[src/rtl/txfc_pkg.sv]
// constants for the transmit frame control decode block
package txfc_pkg;

  // ************************************************************
  // per-packet control byte fields
  // ************************************************************
  localparam int CTL_OVERRIDE_BIT = 0;
  localparam int CTL_FCS_BIT      = 1;
  localparam int CTL_PAD_BIT      = 2;
  localparam int CTL_OVERSIZE_BIT = 3;

  // ************************************************************
  // wire framing constants
  // ************************************************************
  localparam logic [7:0] PREAMBLE_BYTE = 8'h55;
  localparam logic [7:0] SFD_BYTE      = 8'hd5;
  localparam logic [7:0] PAD_BYTE      = 8'h00;
  localparam logic [2:0] PRE_LAST_IDX  = 3'h7; // seven preamble bytes, then delimiter
  localparam logic [1:0] FCS_LAST_IDX  = 2'h3; // four check bytes
  localparam logic [6:0] PAD_LEN_SHORT = 7'h3c; // 60 bytes
  localparam logic [6:0] PAD_LEN_LONG  = 7'h40; // 64 bytes

  // ************************************************************
  // global pad configuration codes and tag detection
  // ************************************************************
  localparam logic [2:0] PADCFG_60      = 3'h1;
  localparam logic [2:0] PADCFG_VLAN    = 3'h5;
  localparam logic [7:0] VLAN_TYPE_HI   = 8'h81;
  localparam logic [7:0] VLAN_TYPE_LO   = 8'h00;
  localparam int         TYPE_HI_IDX    = 12;
  localparam int         TYPE_LO_IDX    = 13;

  // ************************************************************
  // crc-32 (reflected form)
  // ************************************************************
  localparam logic [31:0] CRC_POLY    = 32'hedb88320;
  localparam logic [31:0] CRC_INIT    = 32'hffffffff;
  localparam logic [31:0] CRC_RESIDUE = 32'hdebb20e3;

  // ************************************************************
  // frame engine states
  // ************************************************************
  typedef enum logic [5:0] {
    ST_IDLE  = 6'h01,
    ST_PRE   = 6'h02,
    ST_DATA  = 6'h04,
    ST_PAD   = 6'h08,
    ST_FCS   = 6'h10,
    ST_DRAIN = 6'h20
  } txfc_state_type;

endpackage

[src/rtl/txfc_tx_frame.sv]
// transmit frame assembly: control byte decode, preamble, pad, crc and length limit
`timescale 1ns/1ps
`default_nettype none
module txfc_tx_frame #(
  parameter int CNT_W = 16
) (
  input  wire logic             mclk_in,
  input  wire logic             rst_in,
  input  wire logic [7:0]       buf_data_in,
  input  wire logic             buf_valid_in,
  input  wire logic             buf_last_in,
  output logic                  buf_ready_out,
  input  wire logic [2:0]       cfg_pad_mode_in,
  input  wire logic             cfg_fcs_enable_in,
  input  wire logic             cfg_oversize_allow_in,
  input  wire logic [CNT_W-1:0] max_frame_length_in,
  output logic [7:0]            wire_data_out,
  output logic                  wire_valid_out,
  output logic                  wire_end_out,
  output logic                  frame_done_out,
  output logic                  frame_abort_out,
  output logic                  fcs_bad_out,
  output logic                  busy_out
);

  // ************************************************************
  // elaboration checks
  // ************************************************************
  if (CNT_W < 7) begin : g_bad_width
    $error("txfc_tx_frame: CNT_W must be at least 7");
  end

  // one crc-32 byte step
  function automatic logic [31:0] crc_step(input logic [31:0] crc, input logic [7:0] d);
    logic [31:0] c;
    c = crc ^ {24'h000000, d};
    for (int i = 0; i < 8; i++) begin
      c = c[0] ? ((c >> 1) ^ txfc_pkg::CRC_POLY) : (c >> 1);
    end
    return c;
  endfunction

  // ************************************************************
  // state and frame settings
  // ************************************************************
  txfc_pkg::txfc_state_type state;
  txfc_pkg::txfc_state_type next_state;
  logic [CNT_W-1:0]         byte_cnt;
  logic [2:0]               sub_cnt;
  logic [31:0]              crc;
  logic [31:0]              next_crc;
  logic                     pkt_pad_enable;
  logic                     pkt_fcs_enable;
  logic                     pkt_oversize_allow;
  logic                     pkt_settings_override;
  logic [2:0]               pad_mode;
  logic                     vlan_hi;
  logic                     vlan_seen;
  logic                     take;
  logic [6:0]               pad_len;
  logic                     pad_on;
  logic                     pad_short;
  logic                     at_max;

  assign take = buf_valid_in && buf_ready_out;

  // pad target: per-packet pads to 60, global mode picks 60, 64 or tag-dependent
  always_comb begin
    if (pkt_settings_override) begin
      pad_len = txfc_pkg::PAD_LEN_SHORT;
    end else if (pad_mode == txfc_pkg::PADCFG_60) begin
      pad_len = txfc_pkg::PAD_LEN_SHORT;
    end else if (pad_mode == txfc_pkg::PADCFG_VLAN) begin
      pad_len = vlan_seen ? txfc_pkg::PAD_LEN_LONG : txfc_pkg::PAD_LEN_SHORT;
    end else begin
      pad_len = txfc_pkg::PAD_LEN_LONG;
    end
  end

  // padding applies to the frame only while it is below the target
  assign pad_on    = pkt_pad_enable;
  assign pad_short = (CNT_W'(byte_cnt + 1'b1) < CNT_W'(pad_len));
  assign at_max    = !pkt_oversize_allow && (CNT_W'(byte_cnt + 1'b1) >= max_frame_length_in);

  // crc value after the byte being emitted this cycle
  always_comb begin
    next_crc = crc;
    if (state == txfc_pkg::ST_DATA && take) begin
      next_crc = crc_step(crc, buf_data_in);
    end else if (state == txfc_pkg::ST_PAD) begin
      next_crc = crc_step(crc, txfc_pkg::PAD_BYTE);
    end
  end

  // next state
  always_comb begin
    next_state = state;
    unique case (state)
      txfc_pkg::ST_IDLE: begin
        if (take) next_state = txfc_pkg::ST_PRE;
      end
      txfc_pkg::ST_PRE: begin
        if (sub_cnt == txfc_pkg::PRE_LAST_IDX) next_state = txfc_pkg::ST_DATA;
      end
      txfc_pkg::ST_DATA: begin
        if (take) begin
          if (buf_last_in) begin
            if (pad_on && pad_short) next_state = txfc_pkg::ST_PAD;
            else if (pkt_fcs_enable) next_state = txfc_pkg::ST_FCS;
            else next_state = txfc_pkg::ST_IDLE;
          end else if (at_max) begin
            next_state = txfc_pkg::ST_DRAIN;
          end
        end
      end
      txfc_pkg::ST_PAD: begin
        if (!pad_short) begin
          next_state = pkt_fcs_enable ? txfc_pkg::ST_FCS : txfc_pkg::ST_IDLE;
        end
      end
      txfc_pkg::ST_FCS: begin
        if (sub_cnt[1:0] == txfc_pkg::FCS_LAST_IDX) next_state = txfc_pkg::ST_IDLE;
      end
      txfc_pkg::ST_DRAIN: begin
        if (take && buf_last_in) next_state = txfc_pkg::ST_IDLE;
      end
    endcase
  end

  // ************************************************************
  // sequential logic
  // ************************************************************

  // state register
  always_ff @(posedge mclk_in) begin
    if (rst_in) state <= txfc_pkg::ST_IDLE;
    else state <= next_state;
  end

  // buffer is read only where its bytes are wanted
  always_ff @(posedge mclk_in) begin
    if (rst_in) buf_ready_out <= 1'b0;
    else buf_ready_out <= (next_state == txfc_pkg::ST_IDLE) || (next_state == txfc_pkg::ST_DATA)
                          || (next_state == txfc_pkg::ST_DRAIN);
  end

  // control byte decode, with override choosing the source of each setting
  always_ff @(posedge mclk_in) begin
    if (rst_in) begin
      pkt_settings_override <= 1'b0;
      pkt_pad_enable        <= 1'b0;
      pkt_fcs_enable        <= 1'b0;
      pkt_oversize_allow    <= 1'b0;
      pad_mode              <= 3'h0;
    end else if (state == txfc_pkg::ST_IDLE && take) begin
      pad_mode              <= cfg_pad_mode_in;
      pkt_settings_override <= buf_data_in[txfc_pkg::CTL_OVERRIDE_BIT];
      if (buf_data_in[txfc_pkg::CTL_OVERRIDE_BIT]) begin
        pkt_pad_enable     <= buf_data_in[txfc_pkg::CTL_PAD_BIT];
        pkt_fcs_enable     <= buf_data_in[txfc_pkg::CTL_FCS_BIT];
        pkt_oversize_allow <= buf_data_in[txfc_pkg::CTL_OVERSIZE_BIT];
      end else begin
        pkt_pad_enable     <= cfg_pad_mode_in[0];
        pkt_fcs_enable     <= cfg_fcs_enable_in;
        pkt_oversize_allow <= cfg_oversize_allow_in;
      end
    end
  end

  // byte and sub counters
  always_ff @(posedge mclk_in) begin
    if (rst_in) begin
      byte_cnt <= '0;
      sub_cnt  <= 3'h0;
    end else begin
      if (state == txfc_pkg::ST_IDLE) byte_cnt <= '0;
      else if ((state == txfc_pkg::ST_DATA && take) || state == txfc_pkg::ST_PAD)
        byte_cnt <= CNT_W'(byte_cnt + 1'b1);
      if (state != next_state) sub_cnt <= 3'h0;
      else if (state == txfc_pkg::ST_PRE || state == txfc_pkg::ST_FCS)
        sub_cnt <= 3'(sub_cnt + 1'b1);
    end
  end

  // crc accumulation and tag detection on the type field
  always_ff @(posedge mclk_in) begin
    if (rst_in) begin
      crc       <= txfc_pkg::CRC_INIT;
      vlan_hi   <= 1'b0;
      vlan_seen <= 1'b0;
    end else if (state == txfc_pkg::ST_IDLE) begin
      crc       <= txfc_pkg::CRC_INIT;
      vlan_hi   <= 1'b0;
      vlan_seen <= 1'b0;
    end else begin
      crc <= next_crc;
      if (state == txfc_pkg::ST_DATA && take && byte_cnt == CNT_W'(txfc_pkg::TYPE_HI_IDX))
        vlan_hi <= (buf_data_in == txfc_pkg::VLAN_TYPE_HI);
      if (state == txfc_pkg::ST_DATA && take && byte_cnt == CNT_W'(txfc_pkg::TYPE_LO_IDX))
        vlan_seen <= vlan_hi && (buf_data_in == txfc_pkg::VLAN_TYPE_LO);
    end
  end

  // wire byte output; the control byte is swallowed in idle
  always_ff @(posedge mclk_in) begin
    if (rst_in) begin
      wire_data_out  <= 8'h00;
      wire_valid_out <= 1'b0;
      wire_end_out   <= 1'b0;
    end else begin
      wire_valid_out <= 1'b0;
      wire_end_out   <= 1'b0;
      unique case (state)
        txfc_pkg::ST_IDLE: begin
          wire_data_out <= 8'h00;
        end
        txfc_pkg::ST_PRE: begin
          wire_valid_out <= 1'b1;
          wire_data_out  <= (sub_cnt == txfc_pkg::PRE_LAST_IDX) ? txfc_pkg::SFD_BYTE
                                                                  : txfc_pkg::PREAMBLE_BYTE;
        end
        txfc_pkg::ST_DATA: begin
          wire_valid_out <= take;
          wire_data_out  <= buf_data_in;
          wire_end_out   <= take && next_state == txfc_pkg::ST_IDLE;
        end
        txfc_pkg::ST_PAD: begin
          wire_valid_out <= 1'b1;
          wire_data_out  <= txfc_pkg::PAD_BYTE;
          wire_end_out   <= next_state == txfc_pkg::ST_IDLE;
        end
        txfc_pkg::ST_FCS: begin
          wire_valid_out <= 1'b1;
          wire_data_out  <= ~crc[8*sub_cnt[1:0] +: 8];
          wire_end_out   <= next_state == txfc_pkg::ST_IDLE;
        end
        txfc_pkg::ST_DRAIN: begin
          wire_data_out <= 8'h00;
        end
      endcase
    end
  end

  // completion, abort and check results
  always_ff @(posedge mclk_in) begin
    if (rst_in) begin
      frame_done_out  <= 1'b0;
      frame_abort_out <= 1'b0;
      fcs_bad_out     <= 1'b0;
      busy_out        <= 1'b0;
    end else begin
      busy_out        <= next_state != txfc_pkg::ST_IDLE;
      frame_abort_out <= state == txfc_pkg::ST_DATA && next_state == txfc_pkg::ST_DRAIN;
      frame_done_out  <= state != txfc_pkg::ST_IDLE && state != txfc_pkg::ST_PRE
                         && next_state == txfc_pkg::ST_IDLE;
      if (state == txfc_pkg::ST_IDLE && take) fcs_bad_out <= 1'b0;
      else if ((state == txfc_pkg::ST_DATA || state == txfc_pkg::ST_PAD)
               && next_state == txfc_pkg::ST_IDLE && !pkt_fcs_enable)
        fcs_bad_out <= next_crc != txfc_pkg::CRC_RESIDUE;
    end
  end

endmodule
`default_nettype wire

[config.mk]
export PLATFORM = sky130hd
export DESIGN_NAME = txfc_tx_frame
export DESIGN_NICKNAME = d
export VERILOG_FILES = /design/src/rtl/txfc_pkg.sv /design/src/rtl/txfc_tx_frame.sv
export SDC_FILE = /design/constraint.sdc
export NUM_CORES = 1
export LEC_CHECK = 0
export BUFFER_PORTS_ARGS = -buffer_cell sky130_fd_sc_hd__buf_2
export CAP_MARGIN = 20
export CORE_ASPECT_RATIO = 0.6
export CORE_UTILIZATION = 55
export DETAILED_ROUTE_END_ITERATION = 8
export PLACE_DENSITY = 0.8
export REMOVE_ABC_BUFFERS = 1
export SYNTH_ARGS = -nofsm -noshare
export SYNTH_HDL_FRONTEND = slang
export SYNTH_SLANG_ARGS = --single-unit
[constraint.sdc]
create_clock -name mclk_in -period 5.5 [get_ports mclk_in]
set_input_delay 0 -clock mclk_in [delete_from_list [all_inputs] [get_ports mclk_in]]
set_output_delay 0 -clock mclk_in [all_outputs]
set_load 0.05 [all_outputs]
==> impl_metrics.ini <==
[floorplan]
initial_core_util_pct = 56.9
floorplan.rows = 31
chipWidth_um = 147
die_h_um = 88.9
floorplan_core_area_um2 = 12200
io-pin-count = 48
fp.dieArea_um2 = 13100

[critical_path]
worst_ep_arrival_time_ns = 4.07
critical_path.cell_chain = or3b_1, or2_1, nand2_1, nor2_1, a21oi_1, or4_1, nor4_1, and4_1, nor4_1
cp-end-kind = register
timing.critical_path.required_ns = 5.69
max_stage_delay_ns = 0.68
dominant_cell_type_by_count_on_the_critical_path = sky130_fd_sc_hd__nor4_1
setup_crit_start_kind = register
critical_path.max_fanout = 24
critical_path_class = register to register
timing.critical_path.slowest_stage_cell = sky130_fd_sc_hd__or2_1

[cts]
tritoncts = built
tritoncts.num_buffers = 9
clock_sink_count = 81
post_cts.repair.setup_buffers = 0
cts_htree_levels = 3
clock_tree.root_cell = sky130_fd_sc_hd__clkbuf_16
clock_path_buffers = 2
clk_transition_reported_paths_ns = 0.06
clock_insertion_delay_at_the_later_pin_of_the_skew_report_ns = 0.35

[detailed_routing]
via_per_inst = 6.22
drcViolationCount = 0
via_count = 6092
totalWireLength_um = 19200
post_drt_wl_per_cell_um = 19.6
ant_nets = 0
detail_route.iter0.violations = 771
drt_pre_antenna_iters = 6

[place]
hpwlAfterDp_um = 14100
placed_area_um2 = 7110
port-buffer-count = 47
instance_count_after_placement_with_tap_cells_included = 960
globalplace.congestion = 0.992

[logic_synthesis]
yosys_register_bits = 81
post-synth-top-area-cell = sky130_fd_sc_hd__dfxtp_1
number_of_synthesized_flops_with_an_enable_pin = 0
netlist_area_before_placement_um2 = 6920
synth_xor_xnor_area_share_pct = 25.7
yosysTopAreaCellShare_pct = 23.4
synth_compound_area_share_pct = 13.7
synth-async-reset-ratio_pct = 0
multiplexer_fraction_of_the_synthesized_cell_area_pct = 7.50
ys.warnings.count = 0
syn_inst = 791
synth_ff_type = sky130_fd_sc_hd__dfxtp_1
synth_top_family_by_area = XOR/XNOR gates
synth.yosys.seq_area_share_pct = 23.4
yosys.area_share.adder_pct = 4.52
syn_avg_cell_area_um2 = 8.75
synth.lib_cells_used.distinct = 74
simple_gate_area_share_of_the_yosys_netlist_pct = 18.9
synth_top_cells_by_area = sky130_fd_sc_hd__dfxtp_1 23%, sky130_fd_sc_hd__xnor2_1 11%, sky130_fd_sc_hd__xnor3_1 5.5%

[pwr]
swShare_pct = 28.7
power.density_nw_per_um2 = 203
register_share_of_total_power_pct = 40.5
power_frac_comb_pct = 18.5
cellLeakagePower_nw = 2.98
ir_worst_vdd_uv = 113
netSwitchingPower_mw = 0.433
pwr-share-clk_pct = 41.0
intPower_mw = 1.08

[cells_and_area]
final_cell_mix = 86 x sky130_fd_sc_hd__xnor2_1, 81 x sky130_fd_sc_hd__dfxtp_1, 78 x sky130_fd_sc_hd__nand2_1
antennaDiodeCount = 0
fin_util_pct = 61.2
areaGrowthSynthToFinish_pct = 7.63
final_area_um2 = 7450
layout.filler_cells = 1064
number_of_nets_in_the_finished_design = 868
area.sequential_um2 = 1620
most_frequent_standard_cell_in_the_layout_excluding_fill_and_tap_cells = sky130_fd_sc_hd__xnor2_1
multi_input_area_um2 = 4880
drive_gt1_share_pct = 14.8
post_layout_nonfiller_instances = 980

[timing]
fin_worst_skew_ns = 0.0104
hold_slack_ns = 0.0291
max_freq_mhz = 257
setup-violations-final = 0
grt_setup_unrepaired = no
setup_total_negative_slack_ns = 0
max-slew-margin-rel_pct = 32.2
final_min_period_over_clock_period_pct = 70.7
finalHoldViolCount = 0
slew_violations = 0
fin_crit_ns = 3.89
timing_worst_slew_pin_value_ns = 1.01

[grt]
first_pass_grt_wire_length_um = 30400
grtUsageTotal_pct = 30.7
first_global_vias = 5475
overflow = 0
antenna_found_initial = 0
pin_count_of_the_biggest_net_entering_global_routing = 37

[outcome]
outcome = finished clean

[run]
maxCapViolations = 0

[min_path]
hold_path.class = primary input to register
[critical path: cells and delay by family, from the launching register on]
kind / cells / cell delay, ns
AOI/OAI and AO/OA: 1 / 0.07
DFF: 1 / 0.67
and+or+nand+nor: 8 / 2.97
[synthesized netlist by cell type, types with 11 or more instances]
cell	n
sky130_fd_sc_hd__a21oi_1	47
sky130_fd_sc_hd__nand2_1	78
sky130_fd_sc_hd__xnor2_1	86
sky130_fd_sc_hd__nor3_1	15
sky130_fd_sc_hd__nand3_1	20
sky130_fd_sc_hd__a31oi_1	11
sky130_fd_sc_hd__nand2b_1	13
sky130_fd_sc_hd__mux2i_1	26
sky130_fd_sc_hd__dfxtp_1	81
sky130_fd_sc_hd__xnor3_1	17
sky130_fd_sc_hd__ha_1	25
sky130_fd_sc_hd__inv_1	27
sky130_fd_sc_hd__clkbuf_1	20
sky130_fd_sc_hd__xor2_1	36
sky130_fd_sc_hd__o21ai_0	23
sky130_fd_sc_hd__nor2_1	76
[metal layers]
metal	global-route usage [%]	part of all wire [%]
met1	44.6	45
met2	44.3	40
met3	8.62	14
met4	8.05	1.5
met5	0	0
[cell families (layout without fill, tap and decap cells)]
logic type,Yosys count,count (layout)
and+or+nand+nor,265,265
AOI/OAI and AO/OA,145,145
buffers and inverters,79,103
adders and majority gates,25,25
muxes,41,41
xor gates and xnor gates,155,155
DFF,81,81
[sequential cells by signal (all words and copies together) (netlist names), 3 cells and up]
name	cells
pad_mode	3
byte_cnt	16
state	6
wire_data_out	8
crc	32
sub_cnt	3
[power by group through the flow]
stage | Clock, mW | Combinational (mW) | Sequential (mW)
after floorplan | 0 | 0.170 | 0.644
after global placement | 0 | 0.268 | 0.624
after detailed placement | 0 | 0.269 | 0.624
after CTS | 0.627 | 0.273 | 0.611
after global routing | 0.647 | 0.297 | 0.613
final | 0.619 | 0.279 | 0.612
[final timing paths]
check	cells after the start	to	startpoint	slack, ns
max	9	fcs_bad_out	state[0]	1.61
min	3	pkt_fcs_enable	cfg_fcs_enable_in	0.03
max reg2reg	9	fcs_bad_out	state[0]	1.61
min reg2reg	2	vlan_hi	vlan_hi	0.47
[cell type report]
| class | instances | area share [%] |
|---|---|---|
| multi-input cells | 631 | 65.5 |
| flip-flops and latches | 81 | 21.8 |
| repair buffers | 60 | 4.60 |
| clock buffers | 12 | 3.31 |
| well taps | 165 | 2.77 |
| inverters | 27 | 1.36 |
| clock inverters | 4 | 0.705 |
[metrics by stage]
stage | power, mW | setup WS (ns)
after floorplan | 0.814 | 2.06
after global placement | 0.892 | 1.83
after detailed placement | 0.893 | 1.76
after CTS | 1.51 | 1.71
after global routing | 1.56 | 1.30
final | 1.51 | 1.61
[what timing repair did]
item	4_1_cts	5_1_grt
hold endpoints to repair	4	0
gates resized for setup	0	0
hold buffers	4	0
Note: power is estimated with default switching activity, not from simulation.
